`src/secure_config_gatekeeper_pkg.sv`:
```
package secure_config_gatekeeper_pkg;

  // Clock and timing. The flash wake wait is a least time, so it never drops below one cycle.
  localparam int CLK_HZ = 20_000_000;
  localparam int FLASH_WAKE_US = 30;
  localparam int WAKE_CYC = (FLASH_WAKE_US * (CLK_HZ / 1_000_000) < 1) ? 1 : FLASH_WAKE_US * (CLK_HZ / 1_000_000);
  localparam int WAKE_W = 10;
  localparam logic [WAKE_W-1:0] WAKE_LAST = WAKE_W'(WAKE_CYC - 1);
  localparam logic [WAKE_W-1:0] WAKE_ZERO = 10'h000;

  // Widths of the stream, the fused key and the fused public key hash.
  localparam int DATA_W = 32;
  localparam int KEY_W = 256;
  localparam int HASH_W = 256;

  // Header word fields: security options and compression flag.
  localparam int HDR_ENC_BIT = 0;
  localparam int HDR_AUTH_BIT = 1;
  localparam int HDR_COMP_BIT = 2;

  // Test port instruction encodings; values are plain defaults.
  localparam int IR_W = 5;
  localparam logic [IR_W-1:0] IR_IDCODE = 5'h01;
  localparam logic [IR_W-1:0] IR_STATUS = 5'h02;
  localparam logic [IR_W-1:0] IR_BYPASS = 5'h1F;

  // Cycles after reset before the synchronised fuse level is trusted.
  localparam logic [1:0] FUSE_SETTLE = 2'h3;

  typedef enum logic [5:0] {
    S_IDLE  = 6'h01,
    S_WAKE  = 6'h02,
    S_LOAD  = 6'h04,
    S_CHECK = 6'h08,
    S_USER  = 6'h10,
    S_ABORT = 6'h20
  } cfg_state_t;

  typedef struct packed {
    cfg_state_t st;
    logic rst_s1, rst_s2, rst_prev;
    logic fuse_s1, fuse_s2;
    logic [1:0] settle_cnt;
    logic settled, lock;
    logic hdr_seen, enc, auth;
    logic [WAKE_W-1:0] wake_cnt;
    logic [KEY_W-1:0] dec_key;
    logic tag_seen, tag_ok, hash_seen, hash_ok, sig_seen, sig_ok;
    logic stream_ready, flash_wake, flash_read, rsa_start;
    logic cram_wr;
    logic [DATA_W-1:0] cram_data;
    logic dec_in_valid;
    logic [DATA_W-1:0] dec_in_data;
    logic user_mode, cfg_error;
    logic ir_grant, ir_refused;
    logic [IR_W-1:0] ir_active;
  } gk_state_t;

endpackage

```
`src/secure_config_gatekeeper.sv`:
```
`timescale 1ns/100ps
// How it works
// - Encrypted payload goes through the decrypt engine with the fused 256-bit key.
// - With authentication on, the carried RSA-4096 signature must verify before user mode.
// - Only the public key hash is fused; the carried key's hash is compared to it.
// - All checks passing completes loading and enters user operation.
// - A failed signature aborts configuration; user operation is never entered.
// - Encryption and authentication are chosen independently from the stream header.
// - With the lock fuse blown, only IDCODE, status query and BYPASS are accepted.
// - The lock is permanent; no reset or reconfiguration clears it.
// - The host holds the reset low; load starts on its rising edge.
module secure_config_gatekeeper
  import secure_config_gatekeeper_pkg::*;
(
  input wire logic clk,
  input wire logic rst_n,
  input wire logic config_reset_n,
  input wire logic test_lock_fuse,
  input wire logic [KEY_W-1:0] fuse_aes_key,
  input wire logic [HASH_W-1:0] fuse_pk_hash,
  input wire logic stream_valid,
  input wire logic [DATA_W-1:0] stream_data,
  input wire logic stream_last,
  input wire logic dec_out_valid,
  input wire logic [DATA_W-1:0] dec_out_data,
  input wire logic tag_valid,
  input wire logic tag_pass,
  input wire logic pk_hash_valid,
  input wire logic [HASH_W-1:0] pk_hash,
  input wire logic sig_valid,
  input wire logic sig_pass,
  input wire logic ir_update,
  input wire logic [IR_W-1:0] ir_code,
  output logic stream_ready,
  output logic flash_wake,
  output logic flash_read,
  output logic [KEY_W-1:0] dec_key,
  output logic dec_in_valid,
  output logic [DATA_W-1:0] dec_in_data,
  output logic rsa_start,
  output logic cram_wr,
  output logic [DATA_W-1:0] cram_data,
  output logic user_mode,
  output logic cfg_error,
  output logic test_lock,
  output logic ir_grant,
  output logic ir_refused,
  output logic [IR_W-1:0] ir_active
);

  gk_state_t q, d;
  logic rise, accept, ir_allowed, chk_fail, chk_pass;

  // Decode helpers; rise and the verdict checks read registered values, accept and ir_allowed also read raw inputs.
  assign rise = q.rst_s2 && !q.rst_prev;
  assign accept = stream_valid && q.stream_ready;
  assign ir_allowed = (ir_code == IR_IDCODE) || (ir_code == IR_STATUS) || (ir_code == IR_BYPASS);
  assign chk_fail = (q.enc && q.tag_seen && !q.tag_ok) || (q.auth && q.hash_seen && !q.hash_ok) ||
                    (q.auth && q.sig_seen && !q.sig_ok);
  assign chk_pass = (!q.enc || (q.tag_seen && q.tag_ok)) &&
                    (!q.auth || (q.hash_seen && q.hash_ok && q.sig_seen && q.sig_ok));

  // Next state. Verdict seen flags are set first and, at a new load, cleared to that cycle's valid, so a set wins.
  always_comb begin
    d = q;
    d.rst_s1 = config_reset_n;
    d.rst_s2 = q.rst_s1;
    d.rst_prev = q.rst_s2;
    d.fuse_s1 = test_lock_fuse;
    d.fuse_s2 = q.fuse_s1;
    d.flash_wake = 1'b0;
    d.flash_read = 1'b0;
    d.rsa_start = 1'b0;
    d.cram_wr = 1'b0;
    d.dec_in_valid = 1'b0;
    d.ir_refused = 1'b0;

    // The lock starts set and is released only once, after the fuse level has settled.
    if (q.fuse_s2) begin
      d.lock = 1'b1;
    end else if (!q.settled && q.settle_cnt == FUSE_SETTLE) begin
      d.lock = 1'b0;
    end
    if (q.settle_cnt != FUSE_SETTLE) begin
      d.settle_cnt = q.settle_cnt + 2'h1;
    end else begin
      d.settled = 1'b1;
    end

    // Instruction filter; a refused code is replaced by BYPASS.
    if (ir_update) begin
      if (q.lock && !ir_allowed) begin
        d.ir_grant = 1'b0;
        d.ir_refused = 1'b1;
        d.ir_active = IR_BYPASS;
      end else begin
        d.ir_grant = 1'b1;
        d.ir_active = ir_code;
      end
    end

    // Decrypted words are written to configuration memory as they return.
    if (q.enc && dec_out_valid && (q.st == S_LOAD || q.st == S_CHECK)) begin
      d.cram_wr = 1'b1;
      d.cram_data = dec_out_data;
    end

    // Verdicts from the tag, hash and signature engines.
    if (tag_valid) begin
      d.tag_seen = 1'b1;
      d.tag_ok = tag_pass;
    end
    if (pk_hash_valid) begin
      d.hash_seen = 1'b1;
      d.hash_ok = (pk_hash == fuse_pk_hash);
    end
    if (sig_valid) begin
      d.sig_seen = 1'b1;
      d.sig_ok = sig_pass;
    end

    unique case (q.st)
      S_IDLE, S_USER, S_ABORT: begin
        if (rise) begin
          d.st = S_WAKE;
          d.flash_wake = 1'b1;
          d.wake_cnt = WAKE_ZERO;
        end
      end
      S_WAKE: begin
        if (q.wake_cnt == WAKE_LAST) begin
          d.st = S_LOAD;
          d.flash_read = 1'b1;
          d.stream_ready = 1'b1;
          d.hdr_seen = 1'b0;
          d.enc = 1'b0;
          d.auth = 1'b0;
          d.tag_seen = tag_valid;
          d.hash_seen = pk_hash_valid;
          d.sig_seen = sig_valid;
          d.dec_key = fuse_aes_key;
        end else begin
          d.wake_cnt = q.wake_cnt + 10'h001;
        end
      end
      S_LOAD: begin
        if (accept && !q.hdr_seen) begin
          d.hdr_seen = 1'b1;
          d.enc = stream_data[HDR_ENC_BIT];
          d.auth = stream_data[HDR_AUTH_BIT];
          if (stream_data[HDR_COMP_BIT] && (stream_data[HDR_ENC_BIT] || stream_data[HDR_AUTH_BIT])) begin
            d.st = S_ABORT;
            d.stream_ready = 1'b0;
            d.cfg_error = 1'b1;
          end
        end else if (accept) begin
          if (q.enc) begin
            d.dec_in_valid = 1'b1;
            d.dec_in_data = stream_data;
          end else begin
            d.cram_wr = 1'b1;
            d.cram_data = stream_data;
          end
        end
        if (accept && stream_last && d.st == S_LOAD) begin
          d.st = S_CHECK;
          d.stream_ready = 1'b0;
          d.rsa_start = d.auth;
        end
      end
      S_CHECK: begin
        if (chk_fail) begin
          d.st = S_ABORT;
          d.cfg_error = 1'b1;
        end else if (chk_pass) begin
          d.st = S_USER;
          d.user_mode = 1'b1;
        end
      end
    endcase

    // Holding the reset low returns the loader to idle, clears the error and drops user operation.
    if (!q.rst_s2) begin
      d.st = S_IDLE;
      d.stream_ready = 1'b0;
      d.user_mode = 1'b0;
      d.cfg_error = 1'b0;
    end
    if (d.st == S_ABORT) begin
      d.user_mode = 1'b0;
    end
  end

  // One register stage for all state; the lock resets to the safe, locked value.
  // The reset pin stages start at the pin's idle high level, so a reset never fakes a release edge.
  always_ff @(posedge clk or negedge rst_n) begin
    if (!rst_n) begin
      q <= '0;
      q.st <= S_IDLE;
      q.lock <= 1'b1;
      q.rst_s1 <= 1'b1;
      q.rst_s2 <= 1'b1;
      q.rst_prev <= 1'b1;
    end else begin
      q <= d;
    end
  end

  assign stream_ready = q.stream_ready;
  assign flash_wake = q.flash_wake;
  assign flash_read = q.flash_read;
  assign dec_key = q.dec_key;
  assign dec_in_valid = q.dec_in_valid;
  assign dec_in_data = q.dec_in_data;
  assign rsa_start = q.rsa_start;
  assign cram_wr = q.cram_wr;
  assign cram_data = q.cram_data;
  assign user_mode = q.user_mode;
  assign cfg_error = q.cfg_error;
  assign test_lock = q.lock;
  assign ir_grant = q.ir_grant;
  assign ir_refused = q.ir_refused;
  assign ir_active = q.ir_active;

  // Checks on the decision logic.
  property p_abort_no_user;
    @(posedge clk) disable iff (!rst_n) (q.st == S_ABORT) |-> !user_mode;
  endproperty
  a_abort_no_user: assert property (p_abort_no_user) else $error("user mode while aborted");

  property p_pass_user;
    @(posedge clk) disable iff (!rst_n) (q.st == S_CHECK && chk_pass && !chk_fail && q.rst_s2) |=> user_mode;
  endproperty
  a_pass_user: assert property (p_pass_user) else $error("passing checks did not reach user mode");

  property p_hash_mismatch;
    @(posedge clk) disable iff (!rst_n)
      (q.st == S_CHECK && q.auth && q.hash_seen && !q.hash_ok && q.rst_s2) |=> (cfg_error && !user_mode);
  endproperty
  a_hash_mismatch: assert property (p_hash_mismatch) else $error("hash mismatch not aborted");

  property p_tag_fail;
    @(posedge clk) disable iff (!rst_n)
      (q.st == S_CHECK && q.enc && q.tag_seen && !q.tag_ok && q.rst_s2) |=> (q.st == S_ABORT);
  endproperty
  a_tag_fail: assert property (p_tag_fail) else $error("tag failure not aborted");

  property p_sig_needed;
    @(posedge clk) disable iff (!rst_n) (q.st == S_CHECK && q.auth && !q.sig_seen) |=> !user_mode;
  endproperty
  a_sig_needed: assert property (p_sig_needed) else $error("user mode without signature");

  property p_refuse;
    @(posedge clk) disable iff (!rst_n)
      (ir_update && q.lock && !ir_allowed) |=> (ir_refused && !ir_grant && ir_active == IR_BYPASS);
  endproperty
  a_refuse: assert property (p_refuse) else $error("locked instruction accepted");

  property p_lock_kept;
    @(posedge clk) disable iff (!rst_n) (q.lock && q.settled) |=> q.lock;
  endproperty
  a_lock_kept: assert property (p_lock_kept) else $error("test lock released");

  property p_start_on_rise;
    @(posedge clk) disable iff (!rst_n) (rise && q.st != S_WAKE && q.st != S_LOAD && q.st != S_CHECK) |=>
      (q.st == S_WAKE && flash_wake);
  endproperty
  a_start_on_rise: assert property (p_start_on_rise) else $error("load not started on reset release");

  property p_enc_route;
    @(posedge clk) disable iff (!rst_n) (q.st == S_LOAD && q.enc && !dec_out_valid) |=> !cram_wr;
  endproperty
  a_enc_route: assert property (p_enc_route) else $error("plain word written while encrypted");

  property p_plain_pass;
    @(posedge clk) disable iff (!rst_n) (q.st == S_CHECK && !q.enc && !q.auth && q.rst_s2) |=> user_mode;
  endproperty
  a_plain_pass: assert property (p_plain_pass) else $error("unsecured stream not accepted");

endmodule // secure_config_gatekeeper

```
`config.mk`:
```
export PLATFORM = sky130hd
export DESIGN_NAME = secure_config_gatekeeper
export DESIGN_NICKNAME = d
export VERILOG_FILES = /design/src/secure_config_gatekeeper_pkg.sv /design/src/secure_config_gatekeeper.sv
export SDC_FILE = /design/constraint.sdc
export NUM_CORES = 1
export LEC_CHECK = 0
export CORE_AREA = 2 2 458 460
export CTS_CLUSTER_SIZE = 40
export DETAILED_ROUTE_END_ITERATION = 10
export DIE_AREA = 0 0 460 462
export DONT_BUFFER_PORTS = 1
export PLACE_DENSITY = 0.3
export SLEW_MARGIN = 10
export SYNTH_ARGS = -nofsm -noshare
export SYNTH_HDL_FRONTEND = slang
export SYNTH_SLANG_ARGS = --single-unit
```
`constraint.sdc`:
```
create_clock -name clk -period 3.2 [get_ports clk]
set_input_delay 0.64 -clock clk [delete_from_list [all_inputs] [get_ports clk]]
set_output_delay 0.64 -clock clk [all_outputs]
set_load 0.01 [all_outputs]
```
Word level (Yosys, flattened, before mapping)
Index checks and enable logic that the tools add are counted.

word-level totals
  bits of input ports = 850
  output and inout bits = 336
  word-level logic and storage cells = 173
  register bits after elaboration = 369

operators by class
  $add $sub $neg = 2
  multiplexer cells = 57
  bitwise logic cells = 1
  equal/unequal tests = 30
  reductions and logical operators = 50

operators by type and width
  cell                     number
  $eq A256 B256 Y1         1
  $mux W66                 2
  $mux W33                 3
  $mux W67                 1
  $mux W6                  10
  $mux W1                  27
  $pmux W6 S4              1
  $logic_and A1 B1 Y1      21
  $mux W10                 2
  $pmux W10 S2             1
  $eq A6 B3 Y1 const B     2
  $eq A6 B6 Y1 const B     2
  $ne A3 B1 Y1 const B     4
  $reduce_and A4 Y1        3
  $add A10 B1 Y10 const B  1
  $eq A10 B10 Y1 const B   1
  $logic_not A1 Y1         9
  $ne A3 B2 Y1 const B     3
  $reduce_and A3 Y1        3
  $logic_or A1 B1 Y1       8
  $mux W2                  4
  $ne A2 B2 Y1 const B     4
  $ne A4 B2 Y1 const B     2
  $eq A6 B1 Y1 const B     1
  other kinds (18)         24

Logic depth before layout (Yosys ltp)
Gate-level depths: netlist of the first run.

  word-level depth = 13
  gate-level depth with buffers = 10
  mapped depth without buffers = 7

Worst setup path after synthesis of the first run
No wires, ideal clock.

  path type = input port to flip-flop
  from = input port fuse_pk_hash[177]
  to = register q[81] (netlist name)
  stages = 6
  data required time = 3,099 ps
  slack = 952 ps
  buffers on the path = 0
  arrival = 2,148 ps
  library setup time = 101 ps
  path through = nor2b_1 > a2111o_1 > a2111oi_0 > nand4_1 > or3_1 > o32ai_1

between the ends
  cells in the longest elaborated chain, start to end = 1

RTL lines
  what              RTL line                         text
  start, declared   secure_config_gatekeeper.sv:20   input wire logic [HASH_W-1:0] fuse_pk_hash,
  $eq A256 B256 Y1  secure_config_gatekeeper.sv:115  d.hash_ok = (pk_hash == fuse_pk_hash);
  end, declared     secure_config_gatekeeper.sv:51   gk_state_t q, d;

Every way passes these cells.
A chain may end at the register's enable or synchronous reset.

==> results of run 1 <==
## registers in the layout, indices dropped and copies added, names as in the netlist
signal,count
rsa_start,1
ir_refused,1
q,30
cram_wr,1
cfg_error,1
cram_data,32
test_lock,1
flash_wake,1
ir_active,5
flash_read,1
dec_in_data,32
dec_key,256
dec_in_valid,1
stream_ready,1
user_mode,1
d,3
ir_grant,1
## metal layers
metal	vias up	wire (um)	track usage (%)
li1	6607	-	-
met1	7632	45900	12.0
met2	1060	64000	20.1
met3	287	19600	7.54
met4	76	8140	6.50
met5	-	493	0.701
## report_power, final
| part | internal, uW | switching [uW] | total [uW] |
|---|---|---|---|
| logic | 257 | 289 | 546 |
| clock network | 3700 | 2510 | 6210 |
| registers | 4720 | 72.1 | 4790 |
## cell type report
type | count | share of cell area [%]
inverter | 106 | 1.76
timing repair buffer | 41 | 1.89
multi-input combinational | 1444 | 33.2
clock buffer | 71 | 6.34
tap | 2720 | 14.8
sequential | 369 | 40.1
clock inverter | 24 | 1.48
antenna | 48 | 0.521
## kinds of logic (layout without fill, tap and decap cells)
family,Yosys count,count (layout)
xor+xnor,137,137
flops,369,369
simple gates,1095,1095
buf+inv,503,242
other cells,0,48
compound gates,173,173
mux,37,37
fa+ha+maj,2,2
## cell usage in the layout (no fill, tap or decap), types with 15 or more instances in the layout
| master | n |
|---|---|
| a21oi_1 | 15 |
| nor4_1 | 35 |
| nand2_1 | 783 |
| nor2_1 | 92 |
| dfrtp_1 | 364 |
| inv_1 | 104 |
| buf_4 | 22 |
| xor2_1 | 73 |
| nand2b_1 | 27 |
| mux2_2 | 35 |
| a2111oi_0 | 18 |
| xnor2_1 | 64 |
| nor2b_1 | 76 |
| nand4_1 | 30 |
| diode_2 | 48 |
| clkbuf_16 | 51 |
| o22ai_1 | 68 |
## stage by stage
step                area [um^2]  utilization (%)  hold WS, ns  power (uW)  setup slack [ns]
floorplan                 20100                -        0.331        5250             0.952
global route              23000             11.1       -0.392       12100             0.411
detailed placement        21000             10.1        0.343        5400             0.337
finish                    23100             11.1       -0.315       11600             0.604
CTS                       22900             11.0       -0.408       11900             0.574
global placement          21000             10.1        0.334        5400             0.421
## path summary, 6_finish.rpt
kind	end	cells past startpoint
worst max-delay path	cram_data[14]	6
worst min-delay path	dec_key[74]	0
worst max register to register	cram_data[14]	6
worst min register to register	q[358]	0
max in group asynchronous	dec_key[207]	0
min in group clk	dec_key[160]	2
## worst register-to-register path: stages, from the launching register on
cell and delay, ns:
dfrtp_1 0.46, nor4_4 0.43, nand3b_4 0.20, or4b_4 0.83
nand2_8 0.37, nor2_1 0.11, nor2_1 0.11
==> results.md, run 1 <==
- Die area: between 200000 and 250000 um^2
- Leakage: approximately 0.009 uW
- Clock skew: approximately 0.034 ns
- Final worst path period share: a little over 80%
- TritonCTS clock tree: built
- Vias per cell: around 3.2
- Worst path cell trace: nor4_4, nand3b_4, or4b_4, nand2_8, nor2_1, nor2_1
- YS warnings: 0
- Final #Nets: between 2000 and 3000
- Final Hold Slack: -0.315 ns
- Clk slew on worst S/H paths: 0.06 ns
- Initial Utilization: 9.64%
- Post-synth EDFFs: 0
- TritonRoute pass-1 iters: 5
- Worst-margin pin slew: between 1 and 1.5 ns
- Most common cell in the netlist: nand2_1
- Multi-input gate area: about 7700 um^2
- CP endpoint kind: flop
- Outcome: finished, violations left
- Top post-synthesis cells by area: dfrtp_1, nand2_1, buf_4, xor2_1, xnor2_1
- DR iter-0 viols: 1332
- Fill cells: roughly 24000
- Row count: approximately 170
- Final hold violation count: approximately 360
- Critical path required time: 3.76 ns
- Layout cells sized above 1: 8.18%
- Cts bufs inserted: ~50
- Core area: between 200000 and 250000 um^2
- Syn Area/Cell: roughly 8.7 um^2
- Compound-Gate Fraction of Synth Area: around 6.3%
- Max incr delay on CP: 0.83 ns
- Crit path max-delay cell type: or4b_4
- CP bufs+invs: 0
- Worst IR Drop VDD: 335 uV
- Peak Freq: ~390 MHz
- Multiplexer area fraction after synthesis: between 2 and 2.5%
- CP arrival: 3.16 ns
- Post-synthesis sequential area ratio: 46.0%
- Non-filler cells, final: around 4800
- GP Congestion: approximately 1.1
- Relative slew slack: around 16%
- DRT Wirelength: approximately 140000 um
- Max clock buf depth: 3
- MaxCap Viol Count: 0
- First-pass GRT wire length: between 150000 and 200000 um
- Detailed placer's ending HPWL: 119000 um
- Distinct cells, synth: between 60 and 70
- Worst-Skew Late Latency: between 0.6 and 0.7 ns
- Area Growth Syn to Fin: 14.9%
- Hold Buf Count CTS: 11
- CP max FO: 33
- Post-synth top area share: between 40% and 50%
- Worst setup SP type: flop
- Top_reg_cell synth: dfrtp_1
- Setup violators final: 0
- Root buf cell: clkbuf_16
- Vias in the first global route: about 15000
- Async SR Flop Fraction: 100%
- Tightest Hold Check Type: in -> async
- Vias: 15700
- RR Startpoint: q[364]
- H-Tree Depth: 2
- ANT nets after route: 0
- Boundary pin count: 1186
- DRC: 0
- Minimum clock period after layout: between 2 and 3 ns
- Main combinational cell family by area after synthesis: simple AND/OR/NAND/NOR gates
- Post-CTS setup buffer count: 0
- Worst path top cell family by delay: simple AND/OR/NAND/NOR gates
- WL/cell: between 20 and 30 um
- Adder-Cell Fraction of Synth Area: 0.125%
- GRT Total Usage: about an eighth
- Failing checks: negative hold slack
- Port Buffers: 0
- Simple-Gate Fraction of Synth Area: between 20% and 30%
- Placed instance count: between 4000 and 5000
- Antenna violations before repair: approximately 100
- Power density over cell area: between 500 and 600 nW/um^2
- Critical path startpoint: q[364]
- Post-cts repair resize count: 0
- Slew Viols, Final: 0
- Reg-to-reg slack, setup: ~0.6 ns
- RSZ-0062 raised after global routing: false
- Total gr overflow: 0
- XOR/XNOR share of the synthesized area: between 5 and 6%
- Cell count after synthesis: between 2000 and 2500
- TNS Setup: 0 ns
- Register area: between 9000 and 10000 um^2
- Yosys reg bits: ~370
- Synth Net Count: ~3200
- Die width: 460 um
- Mapped cell area: around 20000 um^2
- Largest net degree at the start of global routing: between 300 and 400
- Top cells by count, synth: nand2_1, dfrtp_1, buf_4, inv_1, nor2_1
- Die Y: roughly 460 um
- Clock sinks: approximately 370
- Crit path top cell by count: nor2_1
- Setup CP Type: reg -> reg
- Largest area contributor in the netlist: dfrtp_1
(Power assumes the default switching activity.)
==> run 2: changes to the inputs <==
==> constraint.sdc (replaced) <==
create_clock -name clk -period 2.35 [get_ports clk]
set_input_delay 0.47 -clock clk [delete_from_list [all_inputs] [get_ports clk]]
set_output_delay 0.47 -clock clk [all_outputs]
set_load 0.01 [all_outputs]
==> run 2 against run 1 <==
The flow still finishes with violations (negative hold slack). Critical path depth is 2 higher. Combinational power is 140% higher. Global-route usage increased by 0.052 points. Flip-flop and latch count did not move. Design area rose by 15%. Clock-buffer cell count grew 8. Largest power group unchanged.
==> results.md, run 2 (synthesis results as in run 1) <==
- Vias per cell: ~3.3
- Antenna violations before repair: 96
- MaxCap Viol Count: 0
- Layout cells sized above 1: under 10%
- Slew Viols, Final: 0
- Die area: ~210000 um^2
- Boundary pin count: around 1200
- Critical path required time: 2.88 ns
- DRT Wirelength: between 100000 and 150000 um
- Initial Utilization: under 10%
- Clock sinks: between 300 and 400
- RSZ-0062 raised after global routing: false
- Switching portion of total power: roughly a quarter
- Die width: 460 um
- Max reg flops: ~260
- Outcome: finished, violations left
- Minimum clock period after layout: ~2.3 ns
- Reg-to-Reg End: cram_data[24]
- GP Congestion: approximately 1.1
- ANT nets after route: 0
- H-Tree Depth: 2
- Post-cts repair resize count: 0
- Clock skew: 0.0221 ns
- Port Buffers: 0
- Root buf cell: clkbuf_16
- Final #Nets: about 3200
- Setup violators final: 0
- Vias: between 15000 and 20000
- CP max FO: 2
- Register area: between 9000 and 10000 um^2
- Comb pwr share: under 10%
- First-pass GRT wire length: 173000 um
- Overall Power: between 15000 and 20000 uW
- Sequential power share: between 40% and 50%
- Worst-Skew Late Latency: 0.65 ns
- Core area: 208000 um^2
- Post-CTS setup buffer count: 0
- CP endpoint kind: flop
- Vias in the first global route: 16900
- Final Hold Slack: -0.481 ns
- RR Startpoint: q[367]
- GRT Total Usage: 12.4%
- Internal Power: approximately 11000 uW
- TritonRoute pass-1 iters: 5
- Worst IR Drop VDD: roughly 500 uV
- Final hold violation count: 364
- Total gr overflow: 0
- TritonCTS clock tree: built
- FF-to-FF path depth: 7
- Post-route cell area: about 26000 um^2
- Worst-margin pin slew: ~1.4 ns
- Hold Buf Count CTS: about 330
- Final worst path period share: 96.1%
- TNS Setup: 0 ns
- Clock share of power: 49.1%
- Reg-to-reg slack, setup: 0.11 ns
- CP arrival: around 2.8 ns
- Leakage: approximately 0.010 uW
- Setup CP Type: in -> reg
- Leading cell type in the layout, fill and taps excluded: nand2_1
- WL/cell: roughly 27 um
- Cts bufs inserted: 50
- Peak Freq: about 440 MHz
- Relative slew slack: ~4.3%
- DR iter-0 viols: ~1300
- DRC: 0
- Clk slew on worst S/H paths: 0.06 ns
- Worst setup SP type: primary input
- Die Y: about 460 um
- Most frequent cells in the layout: nand2_1, dfrtp_1, dlygate4sd3_1
- Multi-input gate area: 7650 um^2
- Sw Pwr: roughly 3900 uW
- Detailed placer's ending HPWL: about 120000 um
- Area Growth Syn to Fin: 31.6%
- Largest net degree at the start of global routing: 370
- Tightest Hold Check Type: in -> async
- Failing checks: negative hold slack
- Power density over cell area: slightly below 600 nW/um^2
- Fill cells: ~24000
- Dpl cell area: around 21000 um^2
- Max clock buf depth: 3
- Row count: about 170
run 2: worst max-delay path by stage:
stage                       startpoint       endpoint  slack, ns
final                     pk_hash[233]          q[81]       0.09
after global routing            q[367]   cram_data[7]      0.003
after CTS                       q[367]  cram_data[24]       0.06
after detailed placement  pk_hash[233]          q[81]      -0.53
after global placement    pk_hash[233]          q[81]      -0.63
after floorplan                 q[364]  cram_data[14]       0.25
run 2: power by group through the flow:
stage          logic (uW)  clock network (uW)  registers, uW
3_3_place_gp          760                   0           6640
3_5_place_dp          757                   0           6630
2_1_floorplan         566                   0           6590
4_1_cts              1280                7990           6520
5_1_grt              1370                8170           6530
6_report             1290                7540           6520
run 2: layer usage:
layer | up-vias | track usage, % | part of all wire (%)
met5 | - | 0.882 | 0.23
met4 | 48 | 5.61 | 4.7
met3 | 252 | 6.33 | 12
met2 | 1028 | 20.9 | 48
met1 | 8294 | 12.7 | 36
li1 | 7330 | - | -
run 2: critical path: stages:
cell	delay, ns
nor2b_1	0.13
a2111oi_0	0.81
buf_4	0.24
nand4_1	0.17
nor4_1	0.39
buf_4	0.19
nand4_1	0.08
o32ai_1	0.31
run 2: stage by stage:
step                      hold slack (ns)  std cells  util (%)  setup slack (ns)
final                              -0.481       5188      12.7            0.0911
after global routing               -0.549       5172      12.7           0.00298
after CTS                          -0.576       5134      12.6            0.0574
after detailed placement            0.183       4717      10.3            -0.533
after global placement              0.182       4717      10.3            -0.627
after floorplan                     0.174       2316         -             0.254
run 2: layout make-up:
type | count | share of cell area (%)
flip-flops and latches | 369 | 35.0
multi-input cells | 1444 | 29.0
repair buffers | 403 | 15.1
well taps | 2720 | 12.9
clock buffers | 79 | 5.45
inverters | 106 | 1.54
clock inverters | 13 | 0.573
diodes | 54 | 0.512
==> run 3: changes to the inputs <==
==> constraint.sdc (replaced) <==
create_clock -name clk -period 2.35 [get_ports clk]
set_input_delay 0.235 -clock clk [delete_from_list [all_inputs] [get_ports clk]]
set_output_delay 0.235 -clock clk [all_outputs]
set_load 0.01 [all_outputs]
==> run 3 against run 2 <==
The run still ends with negative hold slack left. Register-to-register slack is essentially flat. Critical path depth decreased by 1. Clock skew is 0.019 ns higher. Sequential share of layout area fell by 0.18 points. Clock power rose by 1%. Global-route usage hardly changed. Total power grew 0.85%. Clock-buffer cell count decreased by 7. Cell count about the same. Largest power group unchanged.
==> results.md, run 3 (synthesis results as in run 1) <==
- Outcome: finished, violations left
- Failing checks: negative hold slack
- DRC: 0
- H-Tree Depth: 2
- Root buf cell: clkbuf_16
- TritonCTS clock tree: built
- Overall Power: around 15000 uW
- MaxCap Viol Count: 0
- Core area: approximately 210000 um^2
- Clock skew: about 0.04 ns
- Reg-to-reg slack, setup: roughly 0.10 ns
- Most frequent cells in the layout: nand2_1, dfrtp_1, dlygate4sd3_1
- Final #Nets: around 3200
- ANT nets after route: 0
- Worst IR Drop VDD: roughly 530 uV
- Max clock buf depth: 3
- Largest net degree at the start of global routing: 370
- TritonRoute pass-1 iters: 5
- Worst-Skew Late Latency: roughly 0.65 ns
- Minimum clock period after layout: approximately 2.3 ns
- Max reg flops: about 260
- Clock sinks: between 300 and 400
- Vias: ~17000
- DR iter-0 viols: 1182
- Layout cells sized above 1: 7.37%
- Area Growth Syn to Fin: 32.3%
- Tightest Hold Check Type: in -> async
- Boundary pin count: 1186
- Final hold violation count: roughly 360
- Die width: about 460 um
- CP endpoint kind: flop
- Setup violators final: 0
- RSZ-0062 raised after global routing: true
- Setup CP Type: in -> reg
- Leakage: approximately 0.010 uW
- GRT Total Usage: about 12%
- Clk slew on worst S/H paths: about 0.08 ns
- Vias per cell: ~3.2
- CP arrival: 2.93 ns
- Final Hold Slack: -0.710 ns
- Hold Buf Count CTS: between 300 and 400
- First-pass GRT wire length: about 170000 um
- Cts bufs inserted: 49
- Worst-margin pin slew: approximately 1.3 ns
- Power density over cell area: just under 600 nW/um^2
- WL/cell: ~27 um
- Final Core Density: about an eighth
- Critical path required time: around 2.9 ns
- Row count: roughly 170
- Critical path startpoint: fuse_pk_hash[189]
- Fill cells: about 24000
- Final worst path period share: 99.6%
- Initial Utilization: 9.64%
- Peak Freq: around 430 MHz
- CP max FO: 2
- Total gr overflow: 0
- FF-to-FF path depth: 6
- Worst setup SP type: primary input
- DRT Wirelength: about 140000 um
- Slew Viols, Final: 0
- TNS Setup: 0 ns
- Reg-to-Reg End: cram_data[19]
- Antenna violations before repair: approximately 110
- Vias in the first global route: 16800
- Leading cell type in the layout, fill and taps excluded: nand2_1
- Worst Setup EP: q[81]
- Die area: around 210000 um^2
- Relative slew slack: between 10% and 20%
- RR Startpoint: q[368]
- Detailed placer's ending HPWL: about 120000 um
- Die Y: around 460 um
- Port Buffers: 0
- GP Congestion: approximately 1.1
==> run 3: timing repair <==
action / 4_1_cts / 5_1_grt
resized for setup: 0 / 5
setup buffers: 0 / 0
setup endpoints to repair: 0 / 62
hold endpoints to repair: 709 / 369
==> run 3: per-layer routing <==
| layer | routed length [um] | global-route usage [%] |
|---|---|---|
| met1 | 47000 | 12.5 |
| met2 | 64100 | 20.0 |
| met3 | 18100 | 6.77 |
| met4 | 7990 | 7.03 |
| met5 | 701 | 0 |
==> run 3: worst min-delay path by stage <==
stage,from,endpoint,slack (ns),cells past startpoint
after floorplan,rst_n,cfg_error,-0.06,0
after global placement,rst_n,dec_key[74],-0.05,0
after detailed placement,rst_n,dec_key[74],-0.05,0
after CTS,rst_n,dec_key[247],-0.83,0
after global routing,rst_n,dec_key[74],-0.77,0
final,rst_n,dec_key[74],-0.71,0
==> run 3: metrics by stage <==
step / instance area, um^2 / instances / setup slack [ns]
5_1_grt: 26500 / 5167 / -0.00613
2_1_floorplan: 20100 / 2316 / 0.254
3_5_place_dp: 21200 / 4688 / -0.244
3_3_place_gp: 21200 / 4688 / -0.331
4_1_cts: 26400 / 5134 / 0.0282
6_report: 26500 / 5185 / 0.00912
==> run 3: power breakdown <==
part           internal [uW]  leakage, uW  switching (uW)
Combinational            748      0.00604             554
Sequential              6430      0.00367            90.0
Clock                   4340     0.000778            3310
Total                  11500       0.0105            3950
==> run 3: area by class of cell <==
type / count / area, um^2 / share of cell area, %
inverter: 106 / 405 / 1.53
multi-input combinational: 1444 / 7670 / 28.9
tap: 2720 / 3400 / 12.8
clock inverter: 18 / 213 / 0.801
timing repair buffer: 405 / 4100 / 15.5
sequential: 369 / 9240 / 34.8
clock buffer: 72 / 1380 / 5.21
antenna: 51 / 128 / 0.481
==> run 3: worst max-delay path: stages <==
cell and delay [ns]:
dlygate4sd3_1 0.61, a221o_1 0.31, dlygate4sd3_1 0.57, nor4_2 0.25, dlygate4sd3_1 0.58, nand4_1 0.15, o32ai_2 0.22
